==> src/ishs_pkg.sv <==
package ishs_pkg;

  // --------------------------------------------------------------------
  // Address matching
  // --------------------------------------------------------------------
  localparam logic [7:0] ISHS_GEN_CALL_ADDR = 8'h00;
  localparam logic [4:0] ISHS_TEN_BIT_PREFIX = 5'h1e;

  // --------------------------------------------------------------------
  // Values after reset
  // --------------------------------------------------------------------
  localparam logic [7:0] ISHS_ADDR_RESET = 8'h00;
  localparam logic [7:0] ISHS_TX_RESET = 8'hff;
  localparam logic ISHS_RELEASE_RESET = 1'b1;
  localparam logic ISHS_LINE_IDLE = 1'b1;

  // --------------------------------------------------------------------
  // Counts
  // --------------------------------------------------------------------
  localparam logic [3:0] ISHS_RX_BITS = 4'h8;
  localparam logic [3:0] ISHS_TX_LAST_BIT = 4'h7;
  localparam int ISHS_RX_DEPTH = 2;

  // --------------------------------------------------------------------
  // Bus sequencer states
  // --------------------------------------------------------------------
  typedef enum logic [4:0] {
    ST_IDLE = 5'h01,
    ST_RECV = 5'h02,
    ST_ACK  = 5'h04,
    ST_SEND = 5'h08,
    ST_MACK = 5'h10
  } ishs_state_t;

endpackage

==> src/ishs_line_sync.sv <==
`timescale 1ns/1ps
`default_nettype none
module ishs_line_sync
  import ishs_pkg::*;
#(
  parameter int WIDTH = 2
) (
  input wire logic sys_clk,
  input wire logic rstSyncN,
  input wire logic [WIDTH-1:0] lineIn,
  output logic [WIDTH-1:0] lineLevel,
  output logic [WIDTH-1:0] lineRise,
  output logic [WIDTH-1:0] lineFall
);

  if (WIDTH < 1) begin : g_bad_width
    $error("ishs_line_sync: WIDTH must be at least 1");
  end

  // ------------------------------------------------------------------
  // Two-stage synchroniser and edge finder per line
  // ------------------------------------------------------------------
  for (genvar i = 0; i < WIDTH; i++) begin : g_line
    logic meta;
    logic stable;
    logic prev;
    always_ff @(posedge sys_clk or negedge rstSyncN) begin
      if (!rstSyncN) begin
        meta <= ISHS_LINE_IDLE;
        stable <= ISHS_LINE_IDLE;
        prev <= ISHS_LINE_IDLE;
      end else begin
        meta <= lineIn[i];
        stable <= meta;
        prev <= stable;
      end
    end
    assign lineLevel[i] = stable;
    assign lineRise[i] = stable & ~prev;
    assign lineFall[i] = ~stable & prev;
  end

endmodule // ishs_line_sync
`default_nettype wire

==> src/ishs_pair_fifo.sv <==
`timescale 1ns/1ps
`default_nettype none
module ishs_pair_fifo
  import ishs_pkg::*;
#(
  parameter int WIDTH = 8,
  parameter int DEPTH = ISHS_RX_DEPTH
) (
  input wire logic sys_clk,
  input wire logic rstSyncN,
  input wire logic inValid,
  output logic inReady,
  input wire logic [WIDTH-1:0] inData,
  output logic outValid,
  input wire logic outReady,
  output logic [WIDTH-1:0] outData
);

  localparam int PTR_W = (DEPTH > 1) ? $clog2(DEPTH) : 1;

  if (WIDTH < 1 || DEPTH < 2 || (DEPTH & (DEPTH - 1)) != 0) begin : g_bad_shape
    $error("ishs_pair_fifo: WIDTH >= 1 and DEPTH a power of two >= 2");
  end

  logic [WIDTH-1:0] store [DEPTH];
  logic [PTR_W-1:0] wrPtr;
  logic [PTR_W-1:0] rdPtr;
  logic [PTR_W:0] fill;
  logic push;
  logic pop;

  assign inReady = fill != (PTR_W + 1)'(DEPTH);
  assign outValid = fill != '0;
  assign outData = store[rdPtr];
  assign push = inValid && inReady;
  assign pop = outValid && outReady;

  // ------------------------------------------------------------------
  // Storage
  // ------------------------------------------------------------------
  always_ff @(posedge sys_clk) begin
    if (push) begin
      store[wrPtr] <= inData;
    end
  end

  // ------------------------------------------------------------------
  // Pointers and fill level
  // ------------------------------------------------------------------
  always_ff @(posedge sys_clk or negedge rstSyncN) begin
    if (!rstSyncN) begin
      wrPtr <= '0;
      rdPtr <= '0;
      fill <= '0;
    end else begin
      if (push) begin
        wrPtr <= wrPtr + 1'b1;
      end
      if (pop) begin
        rdPtr <= rdPtr + 1'b1;
      end
      if (push && !pop) begin
        fill <= fill + 1'b1;
      end else if (pop && !push) begin
        fill <= fill - 1'b1;
      end
    end
  end

endmodule // ishs_pair_fifo
`default_nettype wire

==> src/ishs_slave.sv <==
`timescale 1ns/1ps
`default_nettype none
// Functional notes
// - Address hold: clear release, flag after 8th fall
// - Read request: clear release, flag after ack
// - Capture master ack on 9th pulse
// - Master not-ack: release bus, no stretch
// - 10-bit high byte write: update flag, ack, irq
// - Update flag stretches; address write releases
// - Low byte mismatch: irq, update flag, no full
// - Stretch enable: clear release after each ack
// - Stretch decision ignores buffer-full flag
// - Data hold: clear release after 8th fall
// - Hold clock only after sampling it low
// - Keep clock low until release bit set
// - General call acked regardless of own address
// - General call sets no update flag
// - General call also held under address hold
// - Ack timing, read/write, data/address flags
// - Start seen flag; irq only if enabled
// - Full set on load, cleared on read
module ishs_slave
  import ishs_pkg::*;
#(
  parameter int RX_DEPTH = ISHS_RX_DEPTH
) (
  input wire logic sys_clk,
  input wire logic rst_n,
  input wire logic sclIn,
  output logic sclOut,
  output logic sclOe,
  input wire logic sdaIn,
  output logic sdaOut,
  output logic sdaOe,
  input wire logic tenBitMode,
  input wire logic addressHoldEnable,
  input wire logic dataHoldEnable,
  input wire logic stretchEnable,
  input wire logic generalCallEnable,
  input wire logic startIrqEnable,
  input wire logic ackValueSelect,
  input wire logic clockReleaseSet,
  input wire logic portIrqClear,
  input wire logic slaveAddrWrite,
  input wire logic [7:0] slaveAddrData,
  input wire logic txLoad,
  input wire logic [7:0] txData,
  output logic [7:0] rxData,
  output logic rxValid,
  input wire logic rxReady,
  output logic [7:0] slaveAddressReg,
  output logic clockReleaseBit,
  output logic portIrqFlag,
  output logic bufferFullFlag,
  output logic updateAddressFlag,
  output logic ackTimingFlag,
  output logic readWriteFlag,
  output logic dataAddressFlag,
  output logic receivedAckStatus,
  output logic startSeen,
  output logic stopSeen
);

  if (RX_DEPTH < 2) begin : g_bad_depth
    $error("ishs_slave: RX_DEPTH must be at least 2");
  end

  // ------------------------------------------------------------------
  // Reset release
  // ------------------------------------------------------------------
  logic [1:0] rstPipe;
  logic rstSyncN;

  always_ff @(posedge sys_clk or negedge rst_n) begin
    if (!rst_n) begin
      rstPipe <= 2'b00;
    end else begin
      rstPipe <= {rstPipe[0], 1'b1};
    end
  end
  assign rstSyncN = rstPipe[1];

  // ------------------------------------------------------------------
  // Line sampling
  // ------------------------------------------------------------------
  logic [1:0] lineLevel;
  logic [1:0] lineRise;
  logic [1:0] lineFall;
  logic sclSync;
  logic sdaSync;
  logic sclRise;
  logic sclFall;
  logic startCond;
  logic stopCond;

  ishs_line_sync #(
    .WIDTH(2)
  ) u_line_sync (
    .sys_clk(sys_clk),
    .rstSyncN(rstSyncN),
    .lineIn({sdaIn, sclIn}),
    .lineLevel(lineLevel),
    .lineRise(lineRise),
    .lineFall(lineFall)
  );

  assign sclSync = lineLevel[0];
  assign sdaSync = lineLevel[1];
  assign sclRise = lineRise[0];
  assign sclFall = lineFall[0];
  assign startCond = lineFall[1] && sclSync && !sclRise;
  assign stopCond = lineRise[1] && sclSync && !sclRise;

  // ------------------------------------------------------------------
  // Byte evaluation
  // ------------------------------------------------------------------
  ishs_state_t state;
  logic [3:0] bitCount;
  logic [7:0] shiftIn;
  logic [7:0] txShift;
  logic pendEval;
  logic firstByte;
  logic expectLow;
  logic tenAddressed;
  logic ackOk;
  logic holdByte;
  logic addrWaitHold;
  logic holdLow;
  logic sdaDrive;
  logic rxInReady;
  logic doEval;
  logic ackBit;
  logic ackFall;
  logic mackFall;
  logic hwClear;
  logic irqSet;
  logic stretchReq;
  logic evMatch;
  logic evPush;
  logic evHold;
  logic evSetUpd;
  logic evRead;
  logic evData;
  logic evNextLow;
  logic evTenDone;
  logic next_sdaDrive;

  always_comb begin
    evMatch = 1'b0;
    evPush = 1'b0;
    evHold = 1'b0;
    evSetUpd = 1'b0;
    evRead = 1'b0;
    evData = 1'b0;
    evNextLow = 1'b0;
    evTenDone = 1'b0;
    if (firstByte) begin
      if (generalCallEnable && shiftIn == ISHS_GEN_CALL_ADDR) begin
        evMatch = 1'b1;
      end else if (!tenBitMode) begin
        evMatch = shiftIn[7:1] == slaveAddressReg[7:1];
        evRead = shiftIn[0];
      end else if (shiftIn[7:3] == ISHS_TEN_BIT_PREFIX &&
                   shiftIn[2:1] == slaveAddressReg[2:1]) begin
        if (!shiftIn[0]) begin
          evMatch = 1'b1;
          evSetUpd = 1'b1;
          evNextLow = 1'b1;
        end else begin
          evMatch = tenAddressed;
          evRead = tenAddressed;
        end
      end
      evPush = evMatch;
      evHold = evMatch && addressHoldEnable;
    end else if (expectLow) begin
      evSetUpd = 1'b1;
      evMatch = shiftIn == slaveAddressReg;
      evTenDone = evMatch;
      evPush = evMatch;
      evHold = evMatch && addressHoldEnable;
    end else begin
      evData = 1'b1;
      evMatch = 1'b1;
      evPush = 1'b1;
      evHold = dataHoldEnable;
    end
  end

  assign doEval = (state == ST_RECV) && pendEval && rxInReady;
  assign ackBit = ackOk && !(holdByte && ackValueSelect);
  assign ackFall = (state == ST_ACK) && sclFall;
  assign mackFall = (state == ST_MACK) && sclFall;

  // ------------------------------------------------------------------
  // Received byte buffer
  // ------------------------------------------------------------------
  ishs_pair_fifo #(
    .WIDTH(8),
    .DEPTH(RX_DEPTH)
  ) u_rx_fifo (
    .sys_clk(sys_clk),
    .rstSyncN(rstSyncN),
    .inValid(doEval && evPush),
    .inReady(rxInReady),
    .inData(shiftIn),
    .outValid(rxValid),
    .outReady(rxReady),
    .outData(rxData)
  );

  // ------------------------------------------------------------------
  // Bus sequencer
  // ------------------------------------------------------------------
  always_ff @(posedge sys_clk or negedge rstSyncN) begin
    if (!rstSyncN) begin
      state <= ST_IDLE;
      bitCount <= '0;
      shiftIn <= '0;
      pendEval <= 1'b0;
      firstByte <= 1'b0;
      expectLow <= 1'b0;
      tenAddressed <= 1'b0;
      readWriteFlag <= 1'b0;
      ackOk <= 1'b0;
      holdByte <= 1'b0;
    end else if (stopCond) begin
      state <= ST_IDLE;
      pendEval <= 1'b0;
      firstByte <= 1'b0;
      expectLow <= 1'b0;
      tenAddressed <= 1'b0;
    end else if (startCond) begin
      state <= ST_RECV;
      bitCount <= '0;
      pendEval <= 1'b0;
      firstByte <= 1'b1;
      expectLow <= 1'b0;
    end else begin
      unique case (state)
        ST_IDLE: begin
          bitCount <= '0;
        end
        ST_RECV: begin
          if (doEval) begin
            pendEval <= 1'b0;
            firstByte <= 1'b0;
            expectLow <= evNextLow;
            tenAddressed <= tenAddressed | evTenDone;
            ackOk <= evMatch;
            holdByte <= evHold;
            if (firstByte) begin
              readWriteFlag <= evRead;
            end
            state <= ST_ACK;
          end else if (sclRise && bitCount < ISHS_RX_BITS) begin
            shiftIn <= {shiftIn[6:0], sdaSync};
            bitCount <= bitCount + 1'b1;
          end else if (sclFall && bitCount == ISHS_RX_BITS) begin
            pendEval <= 1'b1;
          end
        end
        ST_ACK: begin
          if (sclFall) begin
            bitCount <= '0;
            if (!ackBit) begin
              state <= ST_IDLE;
            end else if (readWriteFlag) begin
              state <= ST_SEND;
            end else begin
              state <= ST_RECV;
            end
          end
        end
        ST_SEND: begin
          if (sclFall) begin
            if (bitCount == ISHS_TX_LAST_BIT) begin
              bitCount <= '0;
              state <= ST_MACK;
            end else begin
              bitCount <= bitCount + 1'b1;
            end
          end
        end
        ST_MACK: begin
          if (sclFall) begin
            state <= receivedAckStatus ? ST_IDLE : ST_SEND;
          end
        end
      endcase
    end
  end

  // ------------------------------------------------------------------
  // Transmit shifter and data line drive
  // ------------------------------------------------------------------
  always_ff @(posedge sys_clk or negedge rstSyncN) begin
    if (!rstSyncN) begin
      txShift <= ISHS_TX_RESET;
    end else if (txLoad) begin
      txShift <= txData;
    end else if (state == ST_SEND && sclFall) begin
      txShift <= {txShift[6:0], 1'b1};
    end
  end

  always_comb begin
    unique case (state)
      ST_ACK: next_sdaDrive = ackBit;
      ST_SEND: next_sdaDrive = !txShift[7];
      default: next_sdaDrive = 1'b0;
    endcase
  end

  always_ff @(posedge sys_clk or negedge rstSyncN) begin
    if (!rstSyncN) begin
      sdaDrive <= 1'b0;
    end else begin
      sdaDrive <= next_sdaDrive;
    end
  end

  always_ff @(posedge sys_clk or negedge rstSyncN) begin
    if (!rstSyncN) begin
      receivedAckStatus <= 1'b0;
    end else if (state == ST_MACK && sclRise) begin
      receivedAckStatus <= sdaSync;
    end
  end

  // ------------------------------------------------------------------
  // Clock release bit and clock hold
  // ------------------------------------------------------------------
  assign hwClear = (doEval && evHold)
                || (ackFall && ackBit && (readWriteFlag || stretchEnable))
                || (mackFall && !receivedAckStatus);

  always_ff @(posedge sys_clk or negedge rstSyncN) begin
    if (!rstSyncN) begin
      clockReleaseBit <= ISHS_RELEASE_RESET;
    end else if (hwClear) begin
      clockReleaseBit <= 1'b0;
    end else if (clockReleaseSet) begin
      clockReleaseBit <= 1'b1;
    end
  end

  always_ff @(posedge sys_clk or negedge rstSyncN) begin
    if (!rstSyncN) begin
      addrWaitHold <= 1'b0;
    end else if (ackFall && updateAddressFlag) begin
      addrWaitHold <= 1'b1;
    end else if (slaveAddrWrite) begin
      addrWaitHold <= 1'b0;
    end
  end

  // Byte waiting for buffer space also holds the clock
  assign stretchReq = !clockReleaseBit || addrWaitHold || pendEval;

  always_ff @(posedge sys_clk or negedge rstSyncN) begin
    if (!rstSyncN) begin
      holdLow <= 1'b0;
    end else begin
      holdLow <= stretchReq && (holdLow || !sclSync);
    end
  end

  assign sclOe = holdLow;
  assign sclOut = 1'b0;
  assign sdaOe = sdaDrive;
  assign sdaOut = 1'b0;

  // ------------------------------------------------------------------
  // Software-facing flags
  // ------------------------------------------------------------------
  assign irqSet = (startCond && startIrqEnable)
               || (doEval && (evHold || expectLow))
               || (ackFall && ackBit)
               || mackFall;

  always_ff @(posedge sys_clk or negedge rstSyncN) begin
    if (!rstSyncN) begin
      portIrqFlag <= 1'b0;
    end else if (irqSet) begin
      portIrqFlag <= 1'b1;
    end else if (portIrqClear) begin
      portIrqFlag <= 1'b0;
    end
  end

  always_ff @(posedge sys_clk or negedge rstSyncN) begin
    if (!rstSyncN) begin
      updateAddressFlag <= 1'b0;
    end else if (doEval && evSetUpd) begin
      updateAddressFlag <= 1'b1;
    end else if (slaveAddrWrite) begin
      updateAddressFlag <= 1'b0;
    end
  end

  always_ff @(posedge sys_clk or negedge rstSyncN) begin
    if (!rstSyncN) begin
      bufferFullFlag <= 1'b0;
    end else if ((doEval && evPush) || txLoad) begin
      bufferFullFlag <= 1'b1;
    end else if ((rxValid && rxReady) ||
                 (state == ST_SEND && sclFall && bitCount == ISHS_TX_LAST_BIT)) begin
      bufferFullFlag <= 1'b0;
    end
  end

  always_ff @(posedge sys_clk or negedge rstSyncN) begin
    if (!rstSyncN) begin
      ackTimingFlag <= 1'b0;
      dataAddressFlag <= 1'b0;
    end else if (startCond || stopCond) begin
      ackTimingFlag <= 1'b0;
      dataAddressFlag <= 1'b0;
    end else if (doEval) begin
      ackTimingFlag <= 1'b1;
      dataAddressFlag <= evData;
    end else begin
      if (ackFall) begin
        ackTimingFlag <= 1'b0;
      end
      if (state == ST_SEND && sclFall && bitCount == ISHS_TX_LAST_BIT) begin
        dataAddressFlag <= 1'b1;
      end
    end
  end

  always_ff @(posedge sys_clk or negedge rstSyncN) begin
    if (!rstSyncN) begin
      startSeen <= 1'b0;
      stopSeen <= 1'b0;
    end else if (startCond) begin
      startSeen <= 1'b1;
      stopSeen <= 1'b0;
    end else if (stopCond) begin
      startSeen <= 1'b0;
      stopSeen <= 1'b1;
    end
  end

  always_ff @(posedge sys_clk or negedge rstSyncN) begin
    if (!rstSyncN) begin
      slaveAddressReg <= ISHS_ADDR_RESET;
    end else if (slaveAddrWrite) begin
      slaveAddressReg <= slaveAddrData;
    end
  end

endmodule // ishs_slave
`default_nettype wire

==> config.mk <==
export PLATFORM = sky130hd
export DESIGN_NAME = ishs_slave
export DESIGN_NICKNAME = d
export VERILOG_FILES = /design/src/ishs_pkg.sv /design/src/ishs_line_sync.sv /design/src/ishs_pair_fifo.sv /design/src/ishs_slave.sv
export SDC_FILE = /design/constraint.sdc
export NUM_CORES = 1
export LEC_CHECK = 0
export BUFFER_PORTS_ARGS = -buffer_cell sky130_fd_sc_hd__buf_2
export CORE_AREA = 2 2 104 86
export DETAILED_ROUTE_END_ITERATION = 8
export DIE_AREA = 0 0 106 88
export REMOVE_ABC_BUFFERS = 1
export SLEW_MARGIN = 10
export SYNTH_ARGS = -nofsm -noshare
export SYNTH_HDL_FRONTEND = slang
export SYNTH_SLANG_ARGS = --single-unit
==> constraint.sdc <==
create_clock -name sys_clk -period 3.4 [get_ports sys_clk]
set_clock_uncertainty 0.15 [all_clocks]
set_input_delay 0.17 -clock sys_clk [delete_from_list [all_inputs] [get_ports sys_clk]]
set_output_delay 0.17 -clock sys_clk [all_outputs]
set_load 0.01 [all_outputs]
==> flow_summary.ini <==
[yosys]
synthAdderAreaFrac = 0.0104
synth-async-reset-ratio = 0.800
postSynthAreaPerCell_um2 = 11.7
synth_compound_area_frac = 0.108
synth_cell_type_count = 54
synth.cell_area_um2 = 3620
synth_seq_area_share = 0.581
yosys_warnings = 0
ys_seq_elements = 80
synthSimpleGateAreaFrac = 0.130
synth-edff-count = 16
synth_top_family_by_area = simple AND/OR/NAND/NOR gates
synth_mux_area_frac = 0.106
synth-main-ff-cell = dfrtp_1
synth_cells = 310
synth-xor-area-share = 0.0339

[power]
swShare = 0.272
switchingPower_w = 0.000609
p_int_w = 0.00163
power_frac_comb = 0.152
ir_drop_v = 0.000319
power.total_w = 0.00224
clock_power_share = 0.343
pwr-share-seq = 0.505
leakage_nw = 2.04
power_density_nw_per_um2 = 492

[critical_path]
regToRegSetupSlack_ps = 730
path_max_fanout = 7
cp-end-kind = register
critPathKind = reg -> reg
worstSetupStartpointType = register
cp_data_required_time_ps = 3490
cp.arrival_ps = 2760

[route]
firstDrtPassIters = 4
viasPerCell = 5.00
vias = 2622
drc = 0
first_iter_violations = 168
wl_per_cell_um = 15.2
routed_wl_mm = 7.95
ant_nets = 0

[final_layout]
antennaDiodeCount = 0
layout_common_cells = buf_2, dfrtp_1, nand2_1, dlygate4sd3_1, mux2_2
layout_commonest_cell = buf_2
layoutNonFillerInstCount = 524
nNetsFinal = 442
synthToLayoutAreaGrowth_pct = 26.0
drive_gt1_frac = 0.325
fillers = 742

[timing]
min_period_ps = 2670
fmax_ghz = 0.374
fin_tns_setup_ps = 0
rsz0062_at_grt = no
slew_headroom = 0.502
period_share = 0.786
worst_pin_slew_ps = 746
finalSetupViolCount = 0
finalHoldViolations = 0
maxSlewViolCount = 0

[placed_design]
dp_hpwl_mm = 5.78
dp_cells = 480
io_buffers = 60
place.gp.congestion = 0.867

[global_routing]
grtUsageMet1 = 0.256
grtUsageTotal = 0.187
grtUsageMet3 = 0.0476
grt_pass1_wl_mm = 13.3
gr-total-overflow = 0
grt.busiest_layer = met2
grt_pass1_vias = 2640
grt_use_met2 = 0.294
antenna_found_initial = 0
grt_max_degree = 42

[floorplan]
start_util = 0.436
die_height_um = 88
design.die.area_um2 = 9330
fp.dieW_um = 106
design.core.area_um2 = 8300
ios = 63
rows = 30

[cts]
clk_path_buf_depth = 2
cts_tree = built
clk_latency_ps = 350
root_buffer = clkbuf_8
clkTransAtPathRegs_ps = 80
cts-resized-gates = 0
cts_buffers = 9
cts_sinks = 80
htreeDepth = 3

[hold_path]
hold_class = in -> reg

[run_status]
outcome = completed

[job]
cap_violations = 0
-- cell usage after synthesis (all sizes together) (8+ instances only) --
master | number | area share
a21oi | 10 | 0.014
inv | 17 | 0.018
xor2 | 9 | 0.022
nand3 | 10 | 0.014
o21ai | 23 | 0.032
dfstp | 16 | 0.12
nand2 | 32 | 0.035
dfrtp | 48 | 0.33
mux2 | 27 | 0.084
edfxtp | 16 | 0.13
mux2i | 8 | 0.022
nor2 | 17 | 0.018
-- per-stage QoR --
step           hold WS (ps)  worst slack, ps  instance area, µm²   util
2_1_floorplan          -276              887                3590      -
3_3_place_gp           -193              836                4060  0.489
3_5_place_dp           -192              712                4060  0.489
4_1_cts                1.55              698                4560  0.549
5_1_grt                31.4              397                4560  0.549
6_report               7.51              728                4560  0.549
-- logic make-up (layout without fill, tap and decap cells) --
logic type	after synthesis	count (layout)
AND/OR/NAND/NOR	92	92
flip-flops	80	80
AO/OA/AOI/OAI	59	59
multiplexers	35	35
buffers and inverters	25	126
XOR/XNOR	14	14
adder cells (fa/ha/maj)	3	3
other	2	3
-- registers in the layout (all words and copies together), names as in the netlist, 2 cells and up --
register and flops:
u_rx_fifo.fill 2, txShift 8, state 5, u_line_sync.g_line.prev 2, u_rx_fifo.store 16, slaveAddressReg 8
bitCount 4, shiftIn 8, u_line_sync.g_line.stable 2, rstPipe 2, u_line_sync.g_line.meta 2
-- per-layer routing --
metal  up-vias  wire length, µm
li1       1305                -
met5         -                0
met1      1252             3960
met4         0              102
met2        54             3520
met3        11              363
-- critical path, stage by stage (launching register included) --
cell,delay (ps)
dfrtp_1,450
xor2_1,170
nor4_1,460
nand3_1,140
o221ai_1,330
o211ai_1,260
inv_1,120
ha_1,160
xor2_1,140
nor2_1,60
xor2_1,130
-- worst paths after layout --
path	cells after the start	startpoint	end
setup / recovery	10	shiftIn[4]$_DFFE_PN0P_	u_rx_fifo.fill[1]$_DFFE_PN0P_
hold / removal	3	txLoad	txShift[7]$_DFFE_PN1P_
setup reg to reg	10	shiftIn[4]$_DFFE_PN0P_	u_rx_fifo.fill[1]$_DFFE_PN0P_
hold reg to reg	0	rstPipe[1]$_DFF_PN0_	slaveAddressReg[0]$_DFFE_PN0P_
max in group asynchronous	1	rstPipe[1]$_DFF_PN0_	txShift[1]$_DFFE_PN1P_
min in group asynchronous	0	rstPipe[1]$_DFF_PN0_	slaveAddressReg[0]$_DFFE_PN0P_
-- power by group through the flow --
| stage | combinational, W | clock [W] | sequential (W) |
|---|---|---|---|
| 2_1_floorplan | 0.000214 | 0 | 0.00114 |
| 3_3_place_gp | 0.000313 | 0 | 0.00115 |
| 3_5_place_dp | 0.000316 | 0 | 0.00115 |
| 4_1_cts | 0.000342 | 0.000793 | 0.00113 |
| 5_1_grt | 0.000384 | 0.000826 | 0.00115 |
| 6_report | 0.000341 | 0.000769 | 0.00113 |
-- area by class of cell --
cell class / instances / area, µm² / share of cell area
clock buffer: 9 / 124 / 0.0272
clock inverter: 7 / 95.1 / 0.0209
inverter: 18 / 67.6 / 0.0148
multi-input combinational: 206 / 1420 / 0.311
sequential: 80 / 2100 / 0.461
tap: 112 / 140 / 0.0307
timing repair buffer: 92 / 611 / 0.134
-- timing repair --
item	in CTS	in global routing
hold endpoints to repair	23	0
hold buffers	28	0
setup endpoints to repair	0	0
buffers inserted	0	0
Power figures use the tool's default switching activity.
